<file path="src/rtl/dsr_pkg.sv">
// package for the diagnostic status report packer: layouts, codes, register map
package dsr_pkg;
  // report kinds as written by software to the request register
  localparam logic [1:0] DSR_KIND_CHAN = 2'h0;
  localparam logic [1:0] DSR_KIND_BUS = 2'h1;
  localparam logic [1:0] DSR_KIND_VID = 2'h2;
  localparam logic [1:0] DSR_KIND_BAD = 2'h3;

  // register byte offsets
  localparam logic [7:0] DSR_OFF_REQ = 8'h00;
  localparam logic [7:0] DSR_OFF_STAT = 8'h04;
  localparam logic [7:0] DSR_OFF_W0 = 8'h08;
  localparam logic [7:0] DSR_OFF_W1 = 8'h0c;

  // status register bit positions
  localparam int DSR_STAT_DONE = 0;
  localparam int DSR_STAT_ERR = 1;
  localparam int DSR_STAT_KIND = 4;
  localparam int DSR_STAT_LEN = 8;

  // report lengths in bits
  localparam logic [7:0] DSR_LEN_CHAN = 8'h18;
  localparam logic [7:0] DSR_LEN_BUS = 8'h18;
  localparam logic [7:0] DSR_LEN_VID = 8'h38;

  // reserved fill values
  localparam logic [1:0] DSR_RSV_CHAN = 2'h3;
  localparam logic [2:0] DSR_RSV_BUS = 3'h7;
  localparam logic [2:0] DSR_RSV_VID_HEAD = 3'h7;
  localparam logic [4:0] DSR_RSV_VID_TAIL = 5'h1f;

  // video field codes
  localparam logic [1:0] DSR_CONN_NONE = 2'h0;
  localparam logic [1:0] DSR_CONN_SINK = 2'h1;
  localparam logic [1:0] DSR_CONN_RPT = 2'h2;
  localparam logic [1:0] DSR_SINK_NONPROT = 2'h0;
  localparam logic [1:0] DSR_SINK_COMPLIANT = 2'h1;
  localparam logic [1:0] DSR_SINK_REVOKED = 2'h2;
  localparam logic [7:0] DSR_RATE_23976 = 8'h01;
  localparam logic [7:0] DSR_RATE_24 = 8'h02;
  localparam logic [7:0] DSR_RATE_2997 = 8'h04;
  localparam logic [7:0] DSR_RATE_30 = 8'h05;
  localparam logic [7:0] DSR_RATE_5994 = 8'h07;
  localparam logic [7:0] DSR_RATE_60 = 8'h08;
  localparam logic [1:0] DSR_ASPECT_4_3 = 2'h0;
  localparam logic [1:0] DSR_ASPECT_16_9 = 2'h1;

  // channel status inputs
  typedef struct packed {
    logic digital;
    logic authorized;
    logic purchasable;
    logic purchased;
    logic preview;
    logic blocked;
    logic [15:0] number;
  } dsr_chan_t;

  // serial-bus port status inputs
  typedef struct packed {
    logic loop_found;
    logic is_root;
    logic is_cycle_master;
    logic port1_attached;
    logic port2_attached;
    logic [15:0] attached_node_count;
  } dsr_bus_t;

  // video port status inputs
  typedef struct packed {
    logic [1:0] conn_state;
    logic host_protection_on;
    logic [1:0] sink_protection_state;
    logic [15:0] h_lines;
    logic [15:0] v_lines;
    logic [7:0] rate_code;
    logic [1:0] aspect_code;
    logic progressive;
  } dsr_vid_t;

  // whole register state of the block
  typedef struct packed {
    logic [55:0] report;
    logic [1:0] kind;
    logic [7:0] len;
    logic done;
    logic err;
    logic [31:0] prdata;
    logic pready;
  } dsr_state_t;

  localparam dsr_state_t DSR_STATE_RST = '{report: 56'h0, kind: 2'h0, len: 8'h0,
                                          done: 1'b0, err: 1'b0, prdata: 32'h0, pready: 1'b0};
endpackage

</file>
<file path="src/rtl/dsr_packer.sv">
// diagnostic status report packer with apb register access
//
// Added by the designer: the APB slave port and the placing of the registers.
`timescale 1ns/1ps
module dsr_packer
  import dsr_pkg::*;
(
  input wire logic CLOCK,
  input wire logic RSTN,
  input wire logic PSEL,
  input wire logic PENABLE,
  input wire logic PWRITE,
  input wire logic [7:0] PADDR,
  input wire logic [31:0] PWDATA,
  output logic [31:0] PRDATA,
  output logic PREADY,
  output logic PSLVERR,
  input wire logic REPORT_ERROR,
  input wire dsr_chan_t CHAN_STATUS,
  input wire dsr_bus_t BUS_STATUS,
  input wire dsr_vid_t VID_STATUS,
  output logic REPORT_DONE
);

  dsr_state_t s_r;
  dsr_state_t s_nxt;
  logic [55:0] chan_img;
  logic [55:0] bus_img;
  logic [55:0] vid_img;
  logic setup;
  logic wr_req;
  logic [1:0] chan_rsv;
  logic [5:0] chan_flags;
  logic [15:0] chan_num;
  logic [2:0] bus_rsv;
  logic [4:0] bus_flags;
  logic [15:0] bus_cnt;
  logic [2:0] vid_head;
  logic [1:0] vid_conn;
  logic vid_hprot;
  logic [1:0] vid_sprot;
  logic [15:0] vid_h;
  logic [15:0] vid_v;
  logic [7:0] vid_rate;
  logic [1:0] vid_aspect;
  logic vid_scan;
  logic [4:0] vid_tail;
  logic [31:0] stat_word;

  // channel report fields, one wire each so a swapped bit shows up by name
  assign chan_rsv = DSR_RSV_CHAN;
  assign chan_flags[5] = CHAN_STATUS.digital;
  assign chan_flags[4] = CHAN_STATUS.authorized;
  assign chan_flags[3] = CHAN_STATUS.purchasable;
  assign chan_flags[2] = CHAN_STATUS.purchased;
  assign chan_flags[1] = CHAN_STATUS.preview;
  assign chan_flags[0] = CHAN_STATUS.blocked;
  assign chan_num = CHAN_STATUS.number;

  // channel image left aligned: bit 55 is the first bit sent
  assign chan_img = {chan_rsv, chan_flags, chan_num, 32'h0};

  // serial-bus port report fields
  assign bus_rsv = DSR_RSV_BUS;
  assign bus_flags[4] = BUS_STATUS.loop_found;
  assign bus_flags[3] = BUS_STATUS.is_root;
  assign bus_flags[2] = BUS_STATUS.is_cycle_master;
  assign bus_flags[1] = BUS_STATUS.port1_attached;
  assign bus_flags[0] = BUS_STATUS.port2_attached;
  assign bus_cnt = BUS_STATUS.attached_node_count;

  // bus image, same alignment; the unused tail reads as zero
  assign bus_img = {bus_rsv, bus_flags, bus_cnt, 32'h0};

  // video report fields; codes pass through, reserved ones are the source's business
  assign vid_head = DSR_RSV_VID_HEAD;
  assign vid_conn = VID_STATUS.conn_state;
  assign vid_hprot = VID_STATUS.host_protection_on;
  assign vid_sprot = VID_STATUS.sink_protection_state;
  assign vid_h = VID_STATUS.h_lines;
  assign vid_v = VID_STATUS.v_lines;
  assign vid_rate = VID_STATUS.rate_code;
  assign vid_aspect = VID_STATUS.aspect_code;
  assign vid_scan = VID_STATUS.progressive;
  assign vid_tail = DSR_RSV_VID_TAIL;

  // video image fills all 56 bits, trailing reserved group last
  assign vid_img = {vid_head, vid_conn, vid_hprot, vid_sprot, vid_h, vid_v,
                    vid_rate, vid_aspect, vid_scan, vid_tail};

  // status word built from the named bit positions
  always_comb begin
    stat_word = 32'h0;
    stat_word[DSR_STAT_DONE] = s_r.done;
    stat_word[DSR_STAT_ERR] = s_r.err;
    stat_word[DSR_STAT_KIND +: 2] = s_r.kind;
    stat_word[DSR_STAT_LEN +: 8] = s_r.len;
  end

  // apb answers in the access cycle after setup: no wait states
  assign setup = PSEL && !PENABLE;
  assign wr_req = setup && PWRITE && (PADDR == DSR_OFF_REQ);

  always_comb begin
    s_nxt = s_r;
    s_nxt.pready = setup;
    if (setup && !PWRITE) begin
      case (PADDR)
        DSR_OFF_STAT: s_nxt.prdata = stat_word;
        DSR_OFF_W0: s_nxt.prdata = s_r.report[55:24];
        DSR_OFF_W1: s_nxt.prdata = {s_r.report[23:0], 8'h0};
        default: s_nxt.prdata = 32'h0;
      endcase
    end
    // request accepted: every field taken from the same cycle
    if (wr_req) begin
      s_nxt.kind = PWDATA[1:0];
      s_nxt.done = 1'b1;
      s_nxt.err = 1'b0;
      if (REPORT_ERROR) begin
        s_nxt.err = 1'b1;
        s_nxt.len = 8'h0;
        s_nxt.report = 56'h0;
      end else begin
        case (PWDATA[1:0])
          DSR_KIND_CHAN: begin
            s_nxt.report = chan_img;
            s_nxt.len = DSR_LEN_CHAN;
          end
          DSR_KIND_BUS: begin
            s_nxt.report = bus_img;
            s_nxt.len = DSR_LEN_BUS;
          end
          DSR_KIND_VID: begin
            s_nxt.report = vid_img;
            s_nxt.len = DSR_LEN_VID;
          end
          default: begin
            s_nxt.err = 1'b1;
            s_nxt.len = 8'h0;
            s_nxt.report = 56'h0;
          end
        endcase
      end
    end
  end

  always_ff @(posedge CLOCK or negedge RSTN) begin
    if (!RSTN) begin
      s_r <= DSR_STATE_RST;
    end else begin
      s_r <= s_nxt;
    end
  end

  assign PRDATA = s_r.prdata;
  assign PREADY = s_r.pready;
  assign PSLVERR = 1'b0;
  assign REPORT_DONE = s_r.done;

endmodule

</file>
<file path="config.mk">
export PLATFORM = sky130hd
export DESIGN_NAME = dsr_packer
export DESIGN_NICKNAME = d
export VERILOG_FILES = /design/src/rtl/dsr_pkg.sv /design/src/rtl/dsr_packer.sv
export SDC_FILE = /design/constraint.sdc
export NUM_CORES = 1
export LEC_CHECK = 0
export ABC_AREA = 0
export BUFFER_PORTS_ARGS = -buffer_cell sky130_fd_sc_hd__buf_2
export CAP_MARGIN = 15
export CORE_MARGIN = 5
export CORE_UTILIZATION = 35
export CTS_CLUSTER_SIZE = 28
export DETAILED_ROUTE_END_ITERATION = 10
export MAX_ROUTING_LAYER = met4
export SLEW_MARGIN = 20
export SYNTH_ARGS = -nofsm -noshare
export SYNTH_HDL_FRONTEND = slang
export SYNTH_SLANG_ARGS = --single-unit
</file>
<file path="constraint.sdc">
create_clock -name CLOCK -period 1.3 [get_ports CLOCK]
set_input_delay 0 -clock CLOCK [delete_from_list [all_inputs] [get_ports CLOCK]]
set_output_delay 0 -clock CLOCK [all_outputs]
set_load 0.05 [all_outputs]
</file>
==> impl_metrics.csv, run 1 <==
group,metric,value,unit
clock_network,clkLatencyLatePin,0.34,ns
clock_network,clk_pin_slew,0.06,ns
sta,max_freq,867,MHz
die,core-area,0.0127,mm²
sta,report.final.setup_viol,0,
clock_network,cts_max_level,3,
drt,dr.pass1.iters,5,
logic_synthesis,avgSynthCellArea,10.8,µm²
placed_design,dpl.cell_count,701,
pwr,combPwrFrac,0.114,
critical_path,end_kind,"flip-flop",
sta,layout_min_cycle_time,1.15,ns
drt,dr_total_vias,3576,
die,die_area,0.0154,mm²
logic_synthesis,synth_common_cells,"dfrtp_1, nand2_1, mux2i_1",
logic_synthesis,ys_warn_count,0,
status,status,"complete, no violations",
die,die_y,124,µm
logic_synthesis,synth_edf_count,0,
die,start_util,0.359,
finish,stdcell_count,747,
die,pin_count,172,
critical_path,crit_type,"in -> reg",
logic_synthesis,synth_most_common_cell,"dfrtp_1",
critical_path,cp.required,1.52,ns
drt,drc,0,
placed_design,portBuffers,140,
pwr,power,6.26,mW
drt,drt-total-wl,12000,µm
logic_synthesis,synthFlopType,"dfrtp_1",
critical_path,path_max_fanout,13,
min_path,hp-class,"in -> reg",
clock_network,cts_sinks,88,
clock_network,clockRootBuffer,"clkbuf_16",
logic_synthesis,synthArstFlopShare,1.00,
pwr,power_density,1040,mW/mm²
drt,wl_met1,5410,µm
drt,detail_route.wl_per_cell,16.1,µm
sta,tns,0,ns
sta,rsz0062_at_grt,"no",
clock_network,clock_path_buffers,2,
logic_synthesis,synthTopCellsByArea,"dfrtp_1, mux2i_1, mux2_4",
drt,drt_iter0_drc,227,
global_route,grt_pass1_vias,3849,
pwr,pwr-share-clk,0.439,
global_route,grt.total_usage,0.159,
pwr,p_seq_frac,0.446,
drt,dr_wl_met3,501,µm
pwr,ir_drop,0.000495,V
pwr,swShare,0.223,
logic_synthesis,synth.cell_area,0.00457,mm²
logic_synthesis,syn_inst,422,
critical_path,r2r_start,"s_r[49]$_DFFE_PN0P_",
global_route,grt.overflow.total,0,
pwr,power.internal,4.86,mW
min_path,hold_depth,3,
logic_synthesis,yosysTopAreaCell,"dfrtp_1",
finish,nets,710,
sta,skew,0.00605,ns
run,max_cap_violations,0,
sta,maxSlewViolCount,0,
drt,dr_wl_met2,5890,µm
critical_path,crit_path_end,"s_r[82]$_DFFE_PN0P_",
clock_network,cts_tree,"built",
die,fp.dieW,124,µm
logic_synthesis,synth_seq_cells,88,
drt,vias_per_cell,4.79,
logic_synthesis,ys_seq_area_frac,0.482,
pwr,switching_power,1.40,mW
critical_path,cp.arrival,1.37,ns
drt,drtAntennaViolNets,0,
logic_synthesis,syn_nets,563,
clock_network,numCtsBuffers,9,
finish,nFillCells,1253,
finish,area_growth,31.9,%
logic_synthesis,synth_top_area_frac,0.482,
logic_synthesis,ys_types,27,
critical_path,r2r_setup_slack,0.18,ns
drt,top_layer_used,"met4",
critical_path,regToRegEndpoint,"PRDATA[13]$_DFFE_PN0P_",
placed_design,dp_hpwl,8850,µm
sta,final_hold_viol_count,0,
critical_path,critPathLaunchType,"input pin",
global_route,grt_max_degree,89,
critical_path,crit_start,"PWDATA[0]",
finish,drive_gt1_frac,0.376,
pwr,leakage,3.33,nW
die,rows,41,
sta,final.period_utilization,0.887,
critical_path,r2r_cells,3,
global_route,grt_pass1_wl,19400,µm
global_route,antenna_found_initial,1,
placed_design,routabilityCongestion,0.788,
==> sequential cells by signal, summed over array words and instances, names as in the netlist <==
signal       flops
PRDATA          32
PREADY           1
REPORT_DONE      1
s_r             54
==> through the flow <==
| step | hold WS [ns] | utilization | area, µm² | setup slack (ns) |
|---|---|---|---|---|
| 2_1_floorplan | -0.296 | - | 4570 | 0.110 |
| 3_3_place_gp | 0.0772 | 0.426 | 5420 | -0.201 |
| 3_5_place_dp | 0.0859 | 0.426 | 5420 | -0.248 |
| 4_1_cts | 0.0293 | 0.474 | 6030 | 0.106 |
| 5_1_grt | 0.0424 | 0.474 | 6030 | 0.0535 |
| 6_report | 0.0406 | 0.474 | 6030 | 0.147 |
==> cell families after synthesis <==
family	synth area share
compound gates	0.114
fa+ha+maj	0.0110
buf+inv	0.113
flops	0.482
mux	0.189
other cells	0.000820
simple gates	0.0903
==> worst max-delay path, stage by stage <==
cell and delay, ns:
buf_2 0.10, inv_1 0.06, ha_1 0.25, buf_12 0.16
a222oi_1 0.46, nor2_1 0.07, mux2_4 0.27
==> per-layer routing <==
metal | track usage | up-vias
li1 | - | 1737
met1 | 0.196 | 1726
met2 | 0.261 | 97
met3 | 0.0249 | 16
met4 | 0.0658 | 0
met5 | - | -
==> how the worst min path moves through the flow <==
stage / start / to
after floorplan: RSTN / PRDATA[0]$_DFFE_PN0P_
after global placement: RSTN / PRDATA[16]$_DFFE_PN0P_
after detailed placement: RSTN / PRDATA[18]$_DFFE_PN0P_
after CTS: PWDATA[0] / s_r[43]$_DFFE_PN0P_
after global routing: PWDATA[1] / s_r[44]$_DFFE_PN0P_
final: PWDATA[0] / s_r[43]$_DFFE_PN0P_
==> power by group through the flow <==
stage / logic (mW) / registers (mW) / clock network (mW)
4_1_cts: 0.728 / 2.79 / 2.83
3_5_place_dp: 0.658 / 2.84 / 0
5_1_grt: 0.786 / 2.79 / 2.92
6_report: 0.716 / 2.79 / 2.75
3_3_place_gp: 0.647 / 2.84 / 0
2_1_floorplan: 0.295 / 2.85 / 0
==> cell usage in the layout, fill, tap and decap left out, types with 2 or more instances in the layout <==
| cell type | n |
|---|---|
| mux2_2 | 7 |
| bufinv_16 | 2 |
| dlygate4sd3_1 | 29 |
| inv_1 | 30 |
| mux2i_1 | 47 |
| ha_1 | 4 |
| dfrtp_1 | 88 |
| mux2_4 | 21 |
| nor2_1 | 24 |
| clkbuf_1 | 3 |
| a21oi_1 | 3 |
| a222oi_1 | 21 |
| buf_4 | 24 |
| o31ai_1 | 30 |
| clkbuf_16 | 9 |
| buf_2 | 139 |
| nand3_1 | 2 |
| o41ai_1 | 2 |
| buf_12 | 8 |
| nor2b_1 | 4 |
| a22oi_1 | 7 |
| nand2_1 | 60 |
==> what timing repair did <==
action                    4_1_cts  5_1_grt
hold endpoints to repair      116        0
resized for setup               0        0
buffers inserted                0        0
hold buffers                   29        0
==> layout make-up <==
cell class,instances,area [µm²],area share
Antenna cell,1,2.50,0.000415
Clock buffer,13,250,0.0415
Clock inverter,3,65.1,0.0108
Inverter,30,113,0.0187
Multi-Input combinational cell,240,1850,0.308
Sequential cell,88,2200,0.365
Tap cell,172,215,0.0357
Timing Repair Buffer,200,1330,0.220
No activity file was read; power rests on OpenSTA's default activity.
==> run 2, diff against run 1 <==
--- a/config.mk
+++ b/config.mk
@@ -13,6 +13,7 @@
 export CTS_CLUSTER_SIZE = 28
 export DETAILED_ROUTE_END_ITERATION = 10
 export MAX_ROUTING_LAYER = met4
+export PLACE_DENSITY_LB_ADDON = 0.12
 export SLEW_MARGIN = 20
 export SYNTH_ARGS = -nofsm -noshare
 export SYNTH_HDL_FRONTEND = slang
==> impl_metrics.csv, run 2 (synthesis results as in run 1) <==
group,metric,value,unit
clock_network,clock_path_buffers,2,
global_route,grt_max_degree,41,
pwr,combPwrFrac,0.111,
clock_network,cts_sinks,88,
clock_network,cts_resized,0,
die,start_util,0.359,
finish,nets,717,
clock_network,clkLatencyLatePin,0.34,ns
die,die_y,124,µm
finish,layout_common_cells,"buf_2, dfrtp_1, nand2_1",
finish,largest_reg_flops,54,
sta,final_hold_viol_count,0,
drt,detail_route.wl_per_cell,16.6,µm
clock_network,cts_setup_buffers,0,
min_path,hp-class,"in -> reg",
pwr,switching_power,1.46,mW
sta,report.final.setup_viol,0,
clock_network,cts_tree,"built",
pwr,power_density,1080,mW/mm²
finish,area_growth,32.6,%
global_route,grt.total_usage,0.171,
die,fp.dieW,124,µm
clock_network,numCtsBuffers,9,
critical_path,cp.arrival,1.36,ns
finish,stdcell_count,753,
finish,regMostFlops,"s_r",
critical_path,crit_type,"in -> reg",
placed_design,routabilityCongestion,0.816,
global_route,grt.overflow.total,0,
placed_design,dp_hpwl,9440,µm
critical_path,path_max_fanout,10,
pwr,swShare,0.224,
pwr,leakage,3.36,nW
finish,drive_gt1_frac,0.387,
clock_network,hold_buffers,29,
drt,dr_total_vias,3580,
clock_network,cts_max_level,3,
placed_design,post_dp_cell_area,0.00542,mm²
placed_design,portBuffers,140,
sta,final.period_utilization,0.875,
sta,rsz0062_at_grt,"no",
finish,fin_area,0.00606,mm²
die,rows,41,
sta,layout_min_cycle_time,1.14,ns
finish,diodes,0,
drt,drtAntennaViolNets,0,
critical_path,critPathLaunchType,"input pin",
sta,skew,0.00522,ns
drt,dr_wl_met2,6100,µm
finish,layout_commonest_cell,"buf_2",
sta,max_freq,879,MHz
sta,maxSlewViolCount,0,
clock_network,clk_pin_slew,0.06,ns
drt,drc,0,
die,pin_count,172,
global_route,grt_pass1_wl,20600,µm
clock_network,clockRootBuffer,"clkbuf_16",
critical_path,cp.required,1.52,ns
die,die_area,0.0154,mm²
drt,drt_iter0_drc,221,
drt,dr.pass1.iters,7,
pwr,power.internal,5.06,mW
pwr,ir_drop,0.000670,V
global_route,antenna_found_initial,0,
placed_design,dpl.cell_count,708,
critical_path,end_kind,"flip-flop",
drt,vias_per_cell,4.75,
drt,drt-total-wl,12500,µm
pwr,pwr-share-clk,0.461,
global_route,grt_pass1_vias,3963,
run,max_cap_violations,0,
drt,top_layer_used,"met4",
die,core-area,0.0127,mm²
drt,dr_wl_met3,571,µm
status,status,"complete, no violations",
drt,wl_met1,5610,µm
pwr,p_seq_frac,0.428,
==> run 2: worst paths after layout <==
path	from	end	slack (ns)	cells after the start
hold reg to reg	PRDATA[9]$_DFFE_PN0P_	PRDATA[9]$_DFFE_PN0P_	0.47	2
min in group asynchronous	RSTN	PRDATA[6]$_DFFE_PN0P_	0.11	2
setup / recovery	PWDATA[1]	s_r[81]$_DFFE_PN0P_	0.16	7
max in group asynchronous	RSTN	PRDATA[22]$_DFFE_PN0P_	0.64	3
hold / removal	CHAN_STATUS[21]	s_r[98]$_DFFE_PN0P_	0.04	4
setup reg to reg	s_r[49]$_DFFE_PN0P_	PRDATA[13]$_DFFE_PN0P_	0.18	3
==> run 2: power by group through the flow <==
| stage | sequential, mW | combinational [mW] | clock (mW) |
|---|---|---|---|
| 6_report | 2.79 | 0.723 | 3.00 |
| 3_3_place_gp | 2.84 | 0.662 | 0 |
| 2_1_floorplan | 2.85 | 0.295 | 0 |
| 3_5_place_dp | 2.84 | 0.667 | 0 |
| 4_1_cts | 2.79 | 0.737 | 3.10 |
| 5_1_grt | 2.79 | 0.803 | 3.20 |
==> run 2: per-layer routing <==
layer,vias to the layer above,GRT usage
met5,-,-
met4,0,0.0664
met3,17,0.0296
met2,103,0.271
met1,1704,0.220
li1,1756,-
==> run 2: area by class of cell <==
| type | count | area (µm²) |
|---|---|---|
| Timing Repair Buffer | 207 | 1330 |
| Inverter | 30 | 113 |
| Tap cell | 172 | 215 |
| Fill cell | 1243 | 6660 |
| Clock inverter | 5 | 104 |
| Multi-Input combinational cell | 240 | 1850 |
| Sequential cell | 88 | 2200 |
| Clock buffer | 11 | 243 |
==> run 2: through the flow <==
| stage | hold WS [ns] | util | power (mW) | setup TNS, ns | setup slack (ns) |
|---|---|---|---|---|---|
| 3_5_place_dp | -0.0492 | 0.426 | 3.51 | -4.76 | -0.204 |
| 3_3_place_gp | -0.0519 | 0.426 | 3.50 | -3.36 | -0.206 |
| 5_1_grt | 0.0378 | 0.476 | 6.79 | 0 | 0.0205 |
| 6_report | 0.0401 | 0.476 | 6.52 | 0 | 0.163 |
| 2_1_floorplan | -0.296 | - | 3.14 | 0 | 0.110 |
| 4_1_cts | 0.0194 | 0.476 | 6.62 | 0 | 0.153 |
==> run 2: worst max-delay path, cell delays in order <==
cell and delay, ns:
buf_2 0.14, inv_1 0.07, ha_1 0.20, buf_4 0.18
a222oi_1 0.43, nor2_1 0.08, mux2_2 0.26
==> run 3, diff against run 2 <==
--- a/config.mk
+++ b/config.mk
@@ -9,7 +9,7 @@
 export BUFFER_PORTS_ARGS = -buffer_cell sky130_fd_sc_hd__buf_2
 export CAP_MARGIN = 15
 export CORE_MARGIN = 5
-export CORE_UTILIZATION = 35
+export CORE_UTILIZATION = 25
 export CTS_CLUSTER_SIZE = 28
 export DETAILED_ROUTE_END_ITERATION = 10
 export MAX_ROUTING_LAYER = met4
==> constraint.sdc (replaced) <==
create_clock -name CLOCK -period 1.42 [get_ports CLOCK]
set_input_delay 0 -clock CLOCK [delete_from_list [all_inputs] [get_ports CLOCK]]
set_output_delay 0 -clock CLOCK [all_outputs]
set_load 0.05 [all_outputs]
==> impl_metrics.csv, run 3 (synthesis results as in run 1) <==
group,metric,value,unit
finish,drive_gt1_frac,0.379,
pwr,p_seq_frac,0.462,
critical_path,critPathLaunchType,"input pin",
critical_path,end_kind,"flip-flop",
pwr,leakage,3.31,nW
drt,dr.pass1.iters,7,
run,max_cap_violations,0,
sta,worst_hold_slack,0.0342,ns
critical_path,cp.required,1.65,ns
drt,drt_iter0_drc,266,
pwr,power.internal,4.20,mW
pwr,pwr-share-clk,0.414,
status,status,"complete, no violations",
pwr,combPwrFrac,0.124,
clock_network,clockRootBuffer,"clkbuf_16",
critical_path,path_max_fanout,12,
die,die_y,145,µm
sta,report.final.setup_viol,0,
pwr,power_density,913,mW/mm²
clock_network,clock_path_buffers,2,
placed_design,dp_slack,-0.185,ns
sta,rsz0062_at_grt,"no",
placed_design,dp_hpwl,10000,µm
global_route,grt.overflow.total,0,
sta,skew,0.00349,ns
die,rows,49,
sta,layout_min_cycle_time,1.22,ns
die,pin_count,172,
clock_network,cts_setup_buffers,0,
pwr,power,5.52,mW
global_route,grt_pass1_wl,22100,µm
sta,max_freq,821,MHz
critical_path,crit_chain,"buf_2, inv_1, ha_1, buf_12, a222oi_1, nor2_1, mux2_2",
finish,layout_common_cells,"buf_2, dfrtp_1, nand2_1",
global_route,grt_pass1_vias,4109,
finish,nets,709,
pwr,switching_power,1.33,mW
die,die_area,0.0211,mm²
die,fp.dieW,145,µm
clock_network,clkLatencyLatePin,0.34,ns
pwr,ir_drop,0.000520,V
global_route,grt.total_usage,0.135,
drt,detail_route.wl_per_cell,16.8,µm
finish,regMostFlops,"s_r",
sta,final_hold_viol_count,0,
clock_network,cts_tree,"built",
clock_network,clk_pin_slew,0.06,ns
global_route,grt_max_degree,49,
global_route,antenna_found_initial,1,
sta,final.period_utilization,0.858,
critical_path,crit_type,"in -> reg",
clock_network,cts_sinks,88,
drt,drtAntennaViolNets,0,
sta,maxSlewViolCount,0,
drt,drc,0,
finish,largest_reg_flops,54,
sta,setup_slack,0.202,ns
drt,vias_per_cell,4.49,
finish,layout_commonest_cell,"buf_2",
finish,area_growth,32.4,%
critical_path,cpPeakStageDelay,0.47,ns
clock_network,cts_max_level,3,
clock_network,numCtsBuffers,9,
drt,dr_total_vias,3605,
drt,drt-total-wl,13500,µm
die,core-area,0.0180,mm²
critical_path,cp.arrival,1.45,ns
pwr,swShare,0.241,
placed_design,portBuffers,140,
min_path,hp-class,"in -> reg",
placed_design,routabilityCongestion,0.772,
critical_path,r2r_setup_slack,0.25,ns
critical_path,cp_slowest_cell,"a222oi_1",
die,start_util,0.254,
## run 3: changes by cell type in the layout (fill, tap and decap cells not counted), sizes merged
cell    before  now
clkbuf      11   13
bufinv       3    0
buf        178  170
clkinv       2    3
diode        0    1
## run 3: stage by stage
step / TNS [ns] / cells / utilization / instance area (µm²)
after floorplan: 0 / 422 / - / 4570
after detailed placement: -0.690 / 757 / 0.305 / 5470
final: 0 / 803 / 0.337 / 6050
after global placement: -0.542 / 757 / 0.305 / 5470
after global routing: 0 / 803 / 0.337 / 6050
after CTS: 0 / 802 / 0.337 / 6050
## run 3: repair_timing
| item | 4_1_cts | 5_1_grt |
|---|---|---|
| endpoints found under the setup margin | 0 | 0 |
| resized for setup | 0 | 0 |
| endpoints found under the hold margin | 116 | 0 |
| hold buffers | 29 | 0 |
## run 3: final cells by class
| class | count | area [µm²] |
|---|---|---|
| fill | 1869 | 11900 |
| sequential | 88 | 2200 |
| multi-input combinational | 240 | 1850 |
| timing repair buffer | 199 | 1310 |
| tap | 229 | 287 |
| clock buffer | 13 | 270 |
| inverter | 30 | 113 |
| clock inverter | 3 | 15.0 |
| antenna | 1 | 2.50 |
## run 3: power by group through the flow
| stage | sequential (mW) | clock, mW | combinational (mW) |
|---|---|---|---|
| 6_report | 2.55 | 2.29 | 0.685 |
| 5_1_grt | 2.56 | 2.47 | 0.761 |
| 4_1_cts | 2.55 | 2.38 | 0.701 |
| 3_5_place_dp | 2.60 | 0 | 0.637 |
| 3_3_place_gp | 2.60 | 0 | 0.630 |
| 2_1_floorplan | 2.60 | 0 | 0.270 |
## run 3: worst paths after layout
kind	to	start	depth (start not counted)
setup / recovery	s_r[81]$_DFFE_PN0P_	PWDATA[0]	7
hold / removal	s_r[80]$_DFFE_PN0P_	CHAN_STATUS[3]	4
setup reg to reg	PRDATA[13]$_DFFE_PN0P_	s_r[49]$_DFFE_PN0P_	3
hold reg to reg	PRDATA[6]$_DFFE_PN0P_	PRDATA[6]$_DFFE_PN0P_	2
max in group asynchronous	PRDATA[16]$_DFFE_PN0P_	RSTN	3
min in group asynchronous	PRDATA[7]$_DFFE_PN0P_	RSTN	2
## run 3: metal layers
| metal | global-route usage | vias up | wire length (µm) |
|---|---|---|---|
| li1 | - | 1742 | - |
| met1 | 0.171 | 1739 | 6090 |
| met2 | 0.215 | 106 | 6560 |
| met3 | 0.0221 | 18 | 513 |
| met4 | 0.0555 | 0 | 312 |
| met5 | - | - | 0 |
## run 3: critical path: cells and delay by family
family | cells | cell delay, ns
buffers and inverters | 3 | 0.36
AOI/OAI and AO/OA | 1 | 0.47
adders and majority gates | 1 | 0.24
and+or+nand+nor | 1 | 0.10
muxes | 1 | 0.27
